### src/hdl/tcdma_map.svh
`ifndef TCDMA_MAP_SVH
`define TCDMA_MAP_SVH
// per-channel window of 8 words, channel n at n*0x20
`define TCDMA_CH_STRIDE      12'h020
`define TCDMA_OFF_SRC_LO     12'h000
`define TCDMA_OFF_SRC_HI     12'h004
`define TCDMA_OFF_DST_LO     12'h008
`define TCDMA_OFF_DST_HI     12'h00c
`define TCDMA_OFF_COUNT      12'h010
`define TCDMA_OFF_CTRL       12'h014
`define TCDMA_OFF_STATUS     12'h040
// control field positions
`define TCDMA_B_DST_MEM      15
`define TCDMA_B_DST_DOWN     14
`define TCDMA_B_DST_UP       13
`define TCDMA_B_SRC_MEM      12
`define TCDMA_B_SRC_DOWN     11
`define TCDMA_B_SRC_UP       10
`define TCDMA_B_TC_STOP      9
`define TCDMA_B_IRQ_ZERO     8
`define TCDMA_B_SYNC_HI      7
`define TCDMA_B_SYNC_LO      6
`define TCDMA_B_RANK_HIGH    5
`define TCDMA_B_TIMER_SEL    4
`define TCDMA_B_ARM_GUARD    2
`define TCDMA_B_ARM          1
`define TCDMA_B_WORD         0
// writable control bits (guard and reserved read zero)
`define TCDMA_CTRL_WMASK     16'hfff1
`define TCDMA_IDLE_CYCLES    2'h2
`endif

### src/hdl/tcdma_pkg.sv
package tcdma_pkg;
  typedef enum logic [1:0] {
    SYNC_NONE,
    SYNC_SRC,
    SYNC_DST,
    SYNC_RSVD
  } tcdma_sync_t;
  typedef enum {
    ST_IDLE,
    ST_FETCH,
    ST_DEPOSIT,
    ST_RELEASE
  } tcdma_state_t;
endpackage

### src/hdl/tcdma_top.sv
`timescale 1ns/1ps
`include "tcdma_map.svh"

// How it works
// - simultaneous requests: high-priority channel goes first
// - fixed mode: high channel keeps bus while requesting
// - destination idle release lets low take one
// - high request pre-empts low at transfer boundary
// - equal priority rotates after every transfer
// - rotation resets to channel 1 on release
// - six registers configure each channel
// - pointers are 20 bits from low/high words
// - upper pointer bits drive address even for I/O
// - source address fetch, destination address deposit
// - space bit set memory, clear I/O
// - step up/down bits move pointer; equal holds
// - step is two for word, one byte
// - width bit set word, clear byte
// - terminal stop ends; irq needs stop too
// - two-bit sync kind selects synchronisation
// - rank bit set gives high priority
// - timer select uses timer two, ignores pin
// - software writes change arm flag only with guard set
// - inactive, terminated/suspended or released ends high run
// - unsynchronised starts when armed; code 11 reserved
// - terminal stop disarms at zero; unsync always
// - destination sync adds two released idle cycles
module tcdma_top
  import tcdma_pkg::*;
(
  input  wire logic        SYS_CLK,      // system clock
  input  wire logic        RSTN,         // async reset, active low
  input  wire logic        PSEL,         // apb select
  input  wire logic        PENABLE,      // apb enable
  input  wire logic        PWRITE,       // apb direction
  input  wire logic [11:0] PADDR,        // apb byte address
  input  wire logic [31:0] PWDATA,       // apb write data
  output logic      [31:0] PRDATA,       // apb read data
  output logic             PREADY,       // apb ready
  output logic             PSLVERR,      // apb error
  input  wire logic [1:0]  EXT_REQ_PIN,  // external request per channel
  input  wire logic        TIMER2_REQ,   // timer two request pulse
  input  wire logic        SUSPEND,      // halt transfers at boundary
  output logic             BUS_REQ,      // transfer pending to bus unit
  input  wire logic        BUS_DONE,     // bus unit finished a phase
  output logic      [19:0] BUS_ADDR,     // transfer address
  output logic             BUS_MEM,      // 1 memory, 0 I/O space
  output logic             BUS_WRITE,    // 1 in deposit phase
  output logic             BUS_WORD,     // 1 word, 0 byte
  output logic             BUS_CHAN,     // owning channel
  output logic      [1:0]  IRQ_REQ       // terminal-count interrupt per channel
);

  logic [15:0]  src_ptr_lo_reg [2];
  logic [15:0]  src_ptr_hi_reg [2];
  logic [15:0]  dst_ptr_lo_reg [2];
  logic [15:0]  dst_ptr_hi_reg [2];
  logic [15:0]  count_reg      [2];
  logic [15:0]  chan_ctrl_reg  [2];
  logic [1:0]   timer_pend_reg;
  logic [1:0]   irq_reg;
  tcdma_state_t state_reg;
  logic         chan_reg;
  logic         rot_top_reg;
  logic         last_dst_reg;
  logic [1:0]   idle_cnt_reg;
  logic         yield_reg;

  logic [1:0]   req;
  logic [1:0]   high;
  logic         grant;
  logic         grant_valid;
  logic         xfer_end;
  logic         wr_en;
  logic         rd_en;
  logic         sel_ch;
  logic [11:0]  sel_off;
  logic [19:0]  src_addr [2];
  logic [19:0]  dst_addr [2];
  logic [19:0]  src_adj;
  logic [19:0]  dst_adj;
  logic [19:0]  step;

  assign wr_en   = PSEL && PENABLE && PWRITE;
  assign rd_en   = PSEL && !PWRITE;
  assign sel_ch  = PADDR[5];
  assign sel_off = {7'h00, PADDR[4:0]};
  assign PREADY  = 1'b1;
  assign PSLVERR = 1'b0;

  // pointer assembly and request qualification
  always_comb begin
    for (int i = 0; i < 2; i++) begin
      src_addr[i] = {src_ptr_hi_reg[i][3:0], src_ptr_lo_reg[i]};
      dst_addr[i] = {dst_ptr_hi_reg[i][3:0], dst_ptr_lo_reg[i]};
      high[i] = chan_ctrl_reg[i][`TCDMA_B_RANK_HIGH];
      if (!chan_ctrl_reg[i][`TCDMA_B_ARM] || SUSPEND) begin
        req[i] = 1'b0;
      end else if (chan_ctrl_reg[i][`TCDMA_B_SYNC_HI:`TCDMA_B_SYNC_LO] == SYNC_NONE) begin
        req[i] = 1'b1;
      end else if (chan_ctrl_reg[i][`TCDMA_B_TIMER_SEL]) begin
        req[i] = timer_pend_reg[i];
      end else begin
        req[i] = EXT_REQ_PIN[i];
      end
    end
  end

  // arbitration at each transfer boundary
  always_comb begin
    grant_valid = |req;
    if (req == 2'b11) begin
      if (high[0] != high[1]) begin
        // high channel that just released the bus lets low take one
        if (yield_reg && chan_reg == high[1]) begin
          grant = ~high[1];
        end else begin
          grant = high[1];
        end
      end else begin
        grant = rot_top_reg;
      end
    end else begin
      grant = req[1];
    end
  end

  // rotation pointer: channel 1 on top after release
  always_ff @(posedge SYS_CLK or negedge RSTN) begin
    if (!RSTN) begin
      rot_top_reg <= 1'b1;
    end else if (state_reg == ST_RELEASE || (state_reg == ST_IDLE && !grant_valid)) begin
      rot_top_reg <= 1'b1;
    end else if (xfer_end) begin
      rot_top_reg <= ~chan_reg;
    end
  end

  // set by a destination-synchronised transfer, dropped by any other
  always_ff @(posedge SYS_CLK or negedge RSTN) begin
    if (!RSTN) begin
      yield_reg <= 1'b0;
    end else if (xfer_end) begin
      yield_reg <= (chan_ctrl_reg[chan_reg][`TCDMA_B_SYNC_HI:`TCDMA_B_SYNC_LO]
                    == SYNC_DST);
    end else if (state_reg == ST_IDLE && !grant_valid) begin
      yield_reg <= 1'b0;
    end
  end

  assign xfer_end = (state_reg == ST_DEPOSIT) && BUS_DONE;

  // transfer sequencer
  always_ff @(posedge SYS_CLK or negedge RSTN) begin
    if (!RSTN) begin
      state_reg    <= ST_IDLE;
      chan_reg     <= 1'b0;
      idle_cnt_reg <= 2'h0;
      last_dst_reg <= 1'b0;
    end else begin
      case (state_reg)
        ST_IDLE: begin
          if (grant_valid) begin
            chan_reg  <= grant;
            state_reg <= ST_FETCH;
          end
        end
        ST_FETCH: begin
          if (BUS_DONE) begin
            state_reg <= ST_DEPOSIT;
          end
        end
        ST_DEPOSIT: begin
          if (BUS_DONE) begin
            last_dst_reg <= (chan_ctrl_reg[chan_reg][`TCDMA_B_SYNC_HI:`TCDMA_B_SYNC_LO]
                             == SYNC_DST);
            if (chan_ctrl_reg[chan_reg][`TCDMA_B_SYNC_HI:`TCDMA_B_SYNC_LO] == SYNC_DST) begin
              idle_cnt_reg <= `TCDMA_IDLE_CYCLES;
              state_reg    <= ST_RELEASE;
            end else begin
              state_reg <= ST_IDLE;
            end
          end
        end
        ST_RELEASE: begin
          idle_cnt_reg <= idle_cnt_reg - 2'h1;
          if (idle_cnt_reg == 2'h1) begin
            state_reg <= ST_IDLE;
          end
        end
        default: state_reg <= ST_IDLE;
      endcase
    end
  end

  // bus outputs: source on fetch, destination on deposit
  always_comb begin
    BUS_REQ   = (state_reg == ST_FETCH) || (state_reg == ST_DEPOSIT);
    BUS_WRITE = (state_reg == ST_DEPOSIT);
    BUS_CHAN  = chan_reg;
    BUS_WORD  = chan_ctrl_reg[chan_reg][`TCDMA_B_WORD];
    if (state_reg == ST_DEPOSIT) begin
      BUS_ADDR = dst_addr[chan_reg];
      BUS_MEM  = chan_ctrl_reg[chan_reg][`TCDMA_B_DST_MEM];
    end else begin
      BUS_ADDR = src_addr[chan_reg];
      BUS_MEM  = chan_ctrl_reg[chan_reg][`TCDMA_B_SRC_MEM];
    end
  end

  // pointer steps
  always_comb begin
    step    = chan_ctrl_reg[chan_reg][`TCDMA_B_WORD] ? 20'h00002 : 20'h00001;
    src_adj = src_addr[chan_reg];
    dst_adj = dst_addr[chan_reg];
    if (chan_ctrl_reg[chan_reg][`TCDMA_B_SRC_UP] && !chan_ctrl_reg[chan_reg][`TCDMA_B_SRC_DOWN]) begin
      src_adj = src_addr[chan_reg] + step;
    end else if (!chan_ctrl_reg[chan_reg][`TCDMA_B_SRC_UP]
                 && chan_ctrl_reg[chan_reg][`TCDMA_B_SRC_DOWN]) begin
      src_adj = src_addr[chan_reg] - step;
    end
    if (chan_ctrl_reg[chan_reg][`TCDMA_B_DST_UP] && !chan_ctrl_reg[chan_reg][`TCDMA_B_DST_DOWN]) begin
      dst_adj = dst_addr[chan_reg] + step;
    end else if (!chan_ctrl_reg[chan_reg][`TCDMA_B_DST_UP]
                 && chan_ctrl_reg[chan_reg][`TCDMA_B_DST_DOWN]) begin
      dst_adj = dst_addr[chan_reg] - step;
    end
  end

  // register file: software writes and end-of-transfer updates
  always_ff @(posedge SYS_CLK or negedge RSTN) begin
    if (!RSTN) begin
      for (int i = 0; i < 2; i++) begin
        src_ptr_lo_reg[i] <= 16'h0000;
        src_ptr_hi_reg[i] <= 16'h0000;
        dst_ptr_lo_reg[i] <= 16'h0000;
        dst_ptr_hi_reg[i] <= 16'h0000;
        count_reg[i]      <= 16'h0000;
        chan_ctrl_reg[i]  <= 16'h0000;
      end
    end else begin
      if (xfer_end) begin
        src_ptr_lo_reg[chan_reg] <= src_adj[15:0];
        src_ptr_hi_reg[chan_reg] <= {12'h000, src_adj[19:16]};
        dst_ptr_lo_reg[chan_reg] <= dst_adj[15:0];
        dst_ptr_hi_reg[chan_reg] <= {12'h000, dst_adj[19:16]};
        count_reg[chan_reg]      <= count_reg[chan_reg] - 16'h0001;
        if (count_reg[chan_reg] == 16'h0001 &&
            (chan_ctrl_reg[chan_reg][`TCDMA_B_TC_STOP] ||
             chan_ctrl_reg[chan_reg][`TCDMA_B_SYNC_HI:`TCDMA_B_SYNC_LO] == SYNC_NONE)) begin
          chan_ctrl_reg[chan_reg][`TCDMA_B_ARM] <= 1'b0;
        end
      end
      if (wr_en && PADDR[11:6] == 6'h00) begin
        if (sel_off == `TCDMA_OFF_SRC_LO) begin
          src_ptr_lo_reg[sel_ch] <= PWDATA[15:0];
        end else if (sel_off == `TCDMA_OFF_SRC_HI) begin
          src_ptr_hi_reg[sel_ch] <= {12'h000, PWDATA[3:0]};
        end else if (sel_off == `TCDMA_OFF_DST_LO) begin
          dst_ptr_lo_reg[sel_ch] <= PWDATA[15:0];
        end else if (sel_off == `TCDMA_OFF_DST_HI) begin
          dst_ptr_hi_reg[sel_ch] <= {12'h000, PWDATA[3:0]};
        end else if (sel_off == `TCDMA_OFF_COUNT) begin
          count_reg[sel_ch] <= PWDATA[15:0];
        end else if (sel_off == `TCDMA_OFF_CTRL) begin
          chan_ctrl_reg[sel_ch][15:3] <= PWDATA[15:3] & 13'(`TCDMA_CTRL_WMASK >> 3);
          chan_ctrl_reg[sel_ch][`TCDMA_B_WORD] <= PWDATA[`TCDMA_B_WORD];
          if (PWDATA[`TCDMA_B_ARM_GUARD]) begin
            chan_ctrl_reg[sel_ch][`TCDMA_B_ARM] <= PWDATA[`TCDMA_B_ARM];
          end
        end
      end
    end
  end

  // timer request latch and terminal-count interrupt flags
  always_ff @(posedge SYS_CLK or negedge RSTN) begin
    if (!RSTN) begin
      timer_pend_reg <= 2'h0;
      irq_reg        <= 2'h0;
    end else begin
      for (int i = 0; i < 2; i++) begin
        if (TIMER2_REQ) begin
          timer_pend_reg[i] <= 1'b1;
        end else if (xfer_end && chan_reg == i[0]) begin
          timer_pend_reg[i] <= 1'b0;
        end
        if (xfer_end && chan_reg == i[0] && count_reg[i] == 16'h0001
            && chan_ctrl_reg[i][`TCDMA_B_TC_STOP] && chan_ctrl_reg[i][`TCDMA_B_IRQ_ZERO]) begin
          irq_reg[i] <= 1'b1;
        end else if (wr_en && PADDR[11:0] == `TCDMA_OFF_STATUS && PWDATA[i]) begin
          irq_reg[i] <= 1'b0;
        end
      end
    end
  end

  assign IRQ_REQ = irq_reg;

  // read data
  always_ff @(posedge SYS_CLK or negedge RSTN) begin
    if (!RSTN) begin
      PRDATA <= 32'h00000000;
    end else if (rd_en && !PENABLE) begin
      if (PADDR[11:6] != 6'h00) begin
        PRDATA <= (PADDR[11:0] == `TCDMA_OFF_STATUS) ?
                  {28'h0000000, last_dst_reg, BUS_REQ, irq_reg} : 32'h00000000;
      end else if (sel_off == `TCDMA_OFF_SRC_LO) begin
        PRDATA <= {16'h0000, src_ptr_lo_reg[sel_ch]};
      end else if (sel_off == `TCDMA_OFF_SRC_HI) begin
        PRDATA <= {16'h0000, src_ptr_hi_reg[sel_ch]};
      end else if (sel_off == `TCDMA_OFF_DST_LO) begin
        PRDATA <= {16'h0000, dst_ptr_lo_reg[sel_ch]};
      end else if (sel_off == `TCDMA_OFF_DST_HI) begin
        PRDATA <= {16'h0000, dst_ptr_hi_reg[sel_ch]};
      end else if (sel_off == `TCDMA_OFF_COUNT) begin
        PRDATA <= {16'h0000, count_reg[sel_ch]};
      end else if (sel_off == `TCDMA_OFF_CTRL) begin
        PRDATA <= {16'h0000, chan_ctrl_reg[sel_ch]};
      end else begin
        PRDATA <= 32'h00000000;
      end
    end
  end
endmodule

### config.mk
export PLATFORM = sky130hd
export DESIGN_NAME = tcdma_top
export DESIGN_NICKNAME = d
export VERILOG_FILES = /design/src/hdl/tcdma_pkg.sv /design/src/hdl/tcdma_top.sv
export VERILOG_INCLUDE_DIRS = /design/src /design/src/hdl
export SDC_FILE = /design/constraint.sdc
export NUM_CORES = 1
export LEC_CHECK = 0
export ABC_AREA = 1
export BUFFER_PORTS_ARGS = -buffer_cell sky130_fd_sc_hd__buf_2
export CAP_MARGIN = 20
export CORE_ASPECT_RATIO = 1.1
export CORE_UTILIZATION = 55
export CTS_CLUSTER_DIAMETER = 40
export DETAILED_ROUTE_END_ITERATION = 16
export PLACE_DENSITY = 0.76
export RECOVER_POWER = 25
export SYNTH_ARGS = -nofsm -noshare
export SYNTH_HDL_FRONTEND = slang
export SYNTH_SLANG_ARGS = --single-unit
export TNS_END_PERCENT = 10
### constraint.sdc
create_clock -name SYS_CLK -period 3.75 [get_ports SYS_CLK]
set_clock_uncertainty 0.1 [all_clocks]
set_input_delay 0.1875 -clock SYS_CLK [delete_from_list [all_inputs] [get_ports SYS_CLK]]
set_output_delay 0.1875 -clock SYS_CLK [all_outputs]
set_load 0.01 [all_outputs]
# [Word-level counts from Yosys, hierarchy flattened]
# Index checks and enable logic that the tools add are counted.
[word_totals] ff_bits=266 inputBits=54 out_inout_bits=61 wordCells=259
[op_classes] add_sub_neg=6 n_lt_le_gt_ge=4 eq_ne=25 mux=135 n_bitwise=6 n_reduce_logical=60
[op_table] op="2-to-1 mux 32 bit" count=39
[op_table] op="2-to-1 mux 16 bit" count=34
[op_table] op="bitwise mux 32 bit" count=13
[op_table] op="2-to-1 mux 20 bit" count=11
[op_table] op="case mux 32 bit (4 select lines)" count=1
[op_table] op="demux 16 bit (select 1 bit)" count=6
[op_table] op="equality test 32 x 2 -> 1 bit (second input constant)" count=3
[op_table] op="equality test 32 x 3 -> 1 bit (second input constant)" count=2
[op_table] op="logical NOT 32 bit" count=2
[op_table] op="equality test 16 x 1 -> 1 bit (second input constant)" count=3
[op_table] op="adder 20 x 2 -> 20 bit" count=2
[op_table] op="subtractor 20 x 2 -> 20 bit" count=2
[op_table] op="bitwise AND 32 bit" count=1
[op_table] op="equality test 32 x 1 -> 1 bit (second input constant)" count=1
[op_table] op="inverter 32 bit" count=1
[op_table] op="logical AND 1 bit" count=26
[op_table] op="2-to-1 mux 1 bit" count=23
[op_table] op="subtractor 16 x 1 -> 16 bit (second input constant)" count=1
[op_table] op="nonzero test 2 bit" count=7
[op_table] op="equality test 12 x 7 -> 1 bit (second input constant)" count=1
[op_table] op="logical NOT 12 bit" count=1
[op_table] op="2-to-1 mux 2 bit" count=6
[op_table] op="equality test 5 x 4 -> 1 bit (second input constant)" count=2
[op_table] op="equality test 5 bit (second input constant)" count=2
[op_table] op="22 further kinds" count=46

# [Logic depth before layout (Yosys ltp)]
[logic_depth] depth_word=20 mapped_depth=22 depth_no_buf=18

# [Worst setup path after synthesis]
# OpenSTA, ideal clock, no wires.
[synth_path] kind="register to register" from="reg chan_reg (netlist: BUS_CHAN)" to="reg dst_ptr_lo_reg (netlist bit dst_addr[26])" setup_ns=0.129 t_arrival_ns=3.489 required_ns=3.521 path_slack_ns=0.031 stages_incl_launch_ff=16 n_path_buf=5 synth_period_minus_slack_ns=3.719 cell_sequence="dfrtp_1 > buf_6 > buf_8 > buf_12 > buf_6 > buf_4 > o21ai_0 > inv_1 > fa_1 > inv_1 > nor2_1 > nand3_1 > o21ai_0 > or2_2 > nand3_1 > a22oi_1"
[synth_via] elab_chain_len=15 elab_cells_between_ends=28 cone_classes="add/sub (2); order compare (2); mux (18); bitwise (1); reduce/logical (5)"
[synth_rtl] element="start, declared" line="tcdma_top.sv:63" rtl="logic chan_reg;"
[synth_rtl] element="start signal, assigned" line="tcdma_top.sv:164" rtl="chan_reg <= grant;"
[synth_rtl] element="inverter 1 -> 2 bit *"
[synth_rtl] element="2-to-1 mux 16 bit * (3 in a row)"
[synth_rtl] element="named net BUS_WORD" line="tcdma_top.sv:49" rtl="output logic BUS_WORD,"
[synth_rtl] element="2-to-1 mux 2 bit *" line="tcdma_top.sv:213" rtl="step = chan_ctrl_reg[chan_reg][`TCDMA_B_WORD] ? 20'h00002 : 20'h00001;"
[synth_rtl] element="subtractor 20 x 2 -> 20 bit" line="tcdma_top.sv:226" rtl="dst_adj = dst_addr[chan_reg] - step;"
[synth_rtl] element="2-to-1 mux 20 bit" line="tcdma_top.sv:224" rtl="end else if (!chan_ctrl_reg[chan_reg][`TCDMA_B_DST_UP]"
[synth_rtl] element="2-to-1 mux 20 bit *" line="tcdma_top.sv:222" rtl="if (chan_ctrl_reg[chan_reg][`TCDMA_B_DST_UP] && !chan_ctrl_reg[chan_reg][`TCDMA_B_DST_DOWN]) begin"
[synth_rtl] element="bitwise mux 32 bit *" line="tcdma_top.sv:245" rtl="dst_ptr_lo_reg[chan_reg] <= dst_adj[15:0];"
[synth_rtl] element="2-to-1 mux 32 bit *" line="tcdma_top.sv:242" rtl="if (xfer_end) begin"
[synth_rtl] element="bitwise mux 32 bit" line="tcdma_top.sv:260" rtl="dst_ptr_lo_reg[sel_ch] <= PWDATA[15:0];"
[synth_rtl] element="2-to-1 mux 32 bit" line="tcdma_top.sv:259" rtl="end else if (sel_off == `TCDMA_OFF_DST_LO) begin"
[synth_rtl] element="2-to-1 mux 32 bit" line="tcdma_top.sv:257" rtl="end else if (sel_off == `TCDMA_OFF_SRC_HI) begin"
[synth_rtl] element="2-to-1 mux 32 bit" line="tcdma_top.sv:255" rtl="if (sel_off == `TCDMA_OFF_SRC_LO) begin"
[synth_rtl] element="2-to-1 mux 32 bit *" line="tcdma_top.sv:254" rtl="if (wr_en && PADDR[11:6] == 6'h00) begin"
[synth_rtl] element="end signal, assigned by index" line="tcdma_top.sv:245"
[synth_rtl] element="end signal, assigned by index" line="tcdma_top.sv:260"
[synth_rtl] element="end, declared" line="tcdma_top.sv:56" rtl="logic [15:0] dst_ptr_lo_reg [2];"
# The timed path passes the listed nets; every way through them passes the cells marked *. The select of a mux whose other input is x is not followed.
# A chain may end at the register's enable or synchronous reset.

# [Worst setup path after layout]
[layout_path] from="reg chan_reg (netlist: BUS_CHAN)" to="reg src_ptr_lo_reg (netlist bit src_addr[12])"
[layout_via] elab_chain_len=13 elab_cells_between_ends=26 cone_classes="add/sub (2); order compare (2); mux (16); bitwise (1); reduce/logical (5)"
[layout_rtl] element="inverter 1 -> 2 bit (not written as such) *"
[layout_rtl] element="2-to-1 mux 16 bit (3 in a row)"
[layout_rtl] element="2-to-1 mux 2 bit or logical NOT 1 bit (tied branches)" line="tcdma_top.sv:213, tcdma_top.sv:218"
[layout_rtl] element="subtractor 20 x 2 -> 20 bit or logical AND 1 bit (tied branches)" line="tcdma_top.sv:220, tcdma_top.sv:218"
[layout_rtl] element="2-to-1 mux 20 bit" line="tcdma_top.sv:218" rtl="end else if (!chan_ctrl_reg[chan_reg][`TCDMA_B_SRC_UP]"
[layout_rtl] element="2-to-1 mux 20 bit" line="tcdma_top.sv:216" rtl="if (chan_ctrl_reg[chan_reg][`TCDMA_B_SRC_UP] && !chan_ctrl_reg[chan_reg][`TCDMA_B_SRC_DOWN]) begin"
[layout_rtl] element="bitwise mux 32 bit *" line="tcdma_top.sv:243" rtl="src_ptr_lo_reg[chan_reg] <= src_adj[15:0];"
[layout_rtl] element="2-to-1 mux 32 bit *" line="tcdma_top.sv:242"
[layout_rtl] element="bitwise mux 32 bit" line="tcdma_top.sv:256" rtl="src_ptr_lo_reg[sel_ch] <= PWDATA[15:0];"
[layout_rtl] element="2-to-1 mux 32 bit" line="tcdma_top.sv:255"
[layout_rtl] element="2-to-1 mux 32 bit *" line="tcdma_top.sv:254"
[layout_rtl] element="end signal, assigned by index" line="tcdma_top.sv:243"
[layout_rtl] element="end signal, assigned by index" line="tcdma_top.sv:256"
[layout_rtl] element="end, declared" line="tcdma_top.sv:54" rtl="logic [15:0] src_ptr_lo_reg [2];"
# Mark *: on every way between the ends. The rest lies on a longest branch, timed or not. The select of a mux whose other input is x is not followed.

==> flow_summary.ini <==
[floorplanning]
core_um2 = 26200
dieHeight_um = 174
dieWidth_um = 158
num_rows = 62
die-area_um2 = 27500
initial_core_util = 0.563
io_pins = 115

[cells_and_area]
post_layout_nonfiller_instances = 2601
drive_gt1_frac = 0.121
synthToLayoutAreaGrowth_pct = 12.7
final_nets = 2299
num_antenna_cells = 0
fill_cells = 2402

[yosys]
yosys.area.top_type_share = 0.364
synthAdderAreaFrac = 0.0181
netlist_area_um2 = 14800
yosysMostFrequentCell = nand2_1
synth.top_cells.by_count = nand2_1 (589), inv_1 (263), dfrtp_1 (215)
synthCells = 2158
synth.area.top_cells = dfrtp_1 (36%), nand2_1 (15%), inv_1 (6.7%)
synthMuxAreaShare = 0.00136
synth_compound_area_frac = 0.183
synth_area_per_cell_um2 = 6.85
yosys.area_share.simple = 0.293
yosys.area.top_type = dfrtp_1
synth_seq_cells = 216
async_flop_share = 1.00
synth_ff_type = dfrtp_1
yosysWarnings = 0
synth-xor-area-share = 0.0225
synth_edf_count = 0
synth_top_family_by_area = simple AND/OR/NAND/NOR gates
ys_seq_area_frac = 0.366
synth_cell_types = 54

[route]
dr.pass1.iters = 6
wirelength_mm = 52.1
drtIter0Drc = 2202
num_vias = 15495
drc = 0
vias_per_cell = 5.96
wl_per_cell_um = 20.0
drtAntennaViolNets = 0

[grt]
track_usage = 0.384
grt_start_max_net_pins = 74
gr-total-overflow = 0
antenna_found_initial = 0
grt_first_pass_wirelength_mm = 80.8
grt_pass1_vias = 14459

[worst_hold_path]
hold_class = in -> reg
hold_depth = 4
hold_path_end = PRDATA[2]$_DFFE_PN0P_
worstHoldStart = PWRITE

[clock_network]
clockBufferDepth = 3
clock_sinks = 216
clock_latency_ns = 0.55
cts_setup_buffers = 0
cts_tree = built
cts_root_buf = clkbuf_16
h-tree-depth = 1
clk_pin_slew_ns = 0.06
numCtsBuffers = 30

[critical_path]
timing.rr.end = src_addr[12]$_DFF_PN0_
cp_max_fo = 31
cp-startpoint = BUS_CHAN$_DFFE_PN0P_
reg2reg_slack_ns = 0.41
worstPathRequired_ns = 4.06
critical_path_class = reg -> reg
arrival_ns = 3.65
crit_path_end_kind = flip-flop
r2r_cells = 16
reg2reg_from = BUS_CHAN$_DFFE_PN0P_
startpoint_type = flip-flop

[placement]
gp_congestion = 0.971
io_buffers = 80
dpl.hpwl_mm = 37.0
dpl.cell_count = 2527
dp_slack_ns = 0.513

[timing]
timing.fmax_mhz = 299
slew_headroom = -0.309
hold_viol = 0
finalSetupTns_ns = 0
setup_slack_ns = 0.408
fin_crit_sh = 0.891
rsz0062_at_grt = false
tightestPinTransition_ns = 1.96
post-route-min-period_ns = 3.34
setup_viol = 0
finalMaxSlewViolations = 74

[power_and_ir_drop]
cellPowerDensity_nw_per_um2 = 436
peakVddDrop_mv = 0.430
power.total_w = 0.00726
p_leak_nw = 8.39

[run_status]
status = finished with violations
violations = max-capacitance violations, max-slew violations

[flow_run]
cap_viol_max_count = 1
==> layer usage <==
metal	part of all wire	routed length, um	track usage	vias to the layer above
met1	0.38	19900	0.511	7160
met3	0.11	5890	0.0730	191
met5	0	0	0	-
met2	0.44	22900	0.575	1044
met4	0.067	3490	0.234	0
li1	-	-	-	7100
==> cells by family (layout without fill, tap and decap cells) <==
kind of cell	after synthesis	after routing
xor gates and xnor gates	38	38
other	2	18
AOI/OAI and AO/OA	482	482
buffers and inverters	393	468
DFF	216	216
muxes	2	2
and+or+nand+nor	1006	1006
adders and majority gates	19	19
==> final cells by class <==
cell class                      count  area [um^2]  share of cell area
Inverter                          281         1060              0.0635
Clock inverter                     23          377              0.0226
Sequential cell                   216         5410               0.325
Tap cell                          352          440              0.0265
Clock buffer                       32          779              0.0468
Multi-Input combinational cell   1565         7740               0.465
Timing Repair Buffer              132          838              0.0504
==> what timing repair did <==
item | 4_1_cts | 5_1_grt
gates resized for setup | 0 | 0
endpoints found under the hold margin | 133 | 0
hold buffers | 19 | 0
==> worst max-delay path by stage <==
stage | slack [ns] | end | cells past startpoint
after CTS | 0.48 | src_addr[12]$_DFF_PN0_ | 16
after detailed placement | 0.51 | src_addr[12]$_DFF_PN0_ | 16
after global routing | 0.28 | src_addr[30]$_DFF_PN0_ | 17
after floorplan | 0.03 | dst_addr[26]$_DFF_PN0_ | 15
after global placement | 0.54 | src_addr[12]$_DFF_PN0_ | 16
final | 0.41 | src_addr[12]$_DFF_PN0_ | 16
==> critical path, stage by stage, from the launching register on <==
cell     delay, ns
dfrtp_4       0.70
inv_4         0.04
or2_2         0.28
o21ai_0       0.08
buf_4         0.24
ha_1          0.17
inv_1         0.06
fa_1          0.42
inv_1         0.09
nand3_1       0.11
nor2_2        0.22
nand3_1       0.09
nand2_1       0.09
xor2_1        0.28
nand2_1       0.09
nand2_1       0.08
o21ai_1       0.07
==> power breakdown <==
part	internal (W)	total [W]	switching, W
Sequential	0.00248	0.00256	0.0000742
Combinational	0.000426	0.00142	0.000998
Clock	0.00213	0.00328	0.00115
Total	0.00504	0.00726	0.00222
==> metrics by stage <==
stage | hold slack [ns] | utilization | instance area, um^2
floorplan | -0.208 | - | 14800
global placement | 0.109 | 0.584 | 15300
detailed placement | 0.113 | 0.584 | 15300
CTS | 0.00951 | 0.636 | 16700
global route | 0.0834 | 0.635 | 16600
finish | 0.0432 | 0.635 | 16600
==> layout by cell type (no fill, tap or decap), types with 6 or more instances in the layout <==
| cell | netlist | routed |
|---|---|---|
| nand4_1 | 23 | 23 |
| o211ai_1 | 6 | 6 |
| buf_2 | 28 | 79 |
| nand3_1 | 124 | 124 |
| dlygate4sd3_1 | 0 | 19 |
| bufinv_16 | 0 | 9 |
| ha_1 | 15 | 15 |
| nor2_1 | 161 | 160 |
| clkinvlp_4 | 0 | 7 |
| o21ai_1 | 67 | 67 |
| nor3_1 | 35 | 35 |
| inv_2 | 12 | 14 |
| a221oi_1 | 9 | 9 |
| o21ai_0 | 168 | 168 |
| o21ai_2 | 18 | 18 |
| dfrtp_1 | 215 | 214 |
| nand2_1 | 589 | 589 |
| a21oi_1 | 130 | 130 |
| o22ai_1 | 39 | 39 |
| buf_4 | 23 | 32 |
| conb_1 | 2 | 18 |
| nor2_2 | 22 | 22 |
| a22oi_1 | 30 | 30 |
| xor2_1 | 35 | 35 |
| inv_1 | 263 | 262 |
| nor2_4 | 13 | 14 |
| clkbuf_16 | 0 | 31 |
| nand2_2 | 19 | 19 |
(Power assumes the default switching activity.)
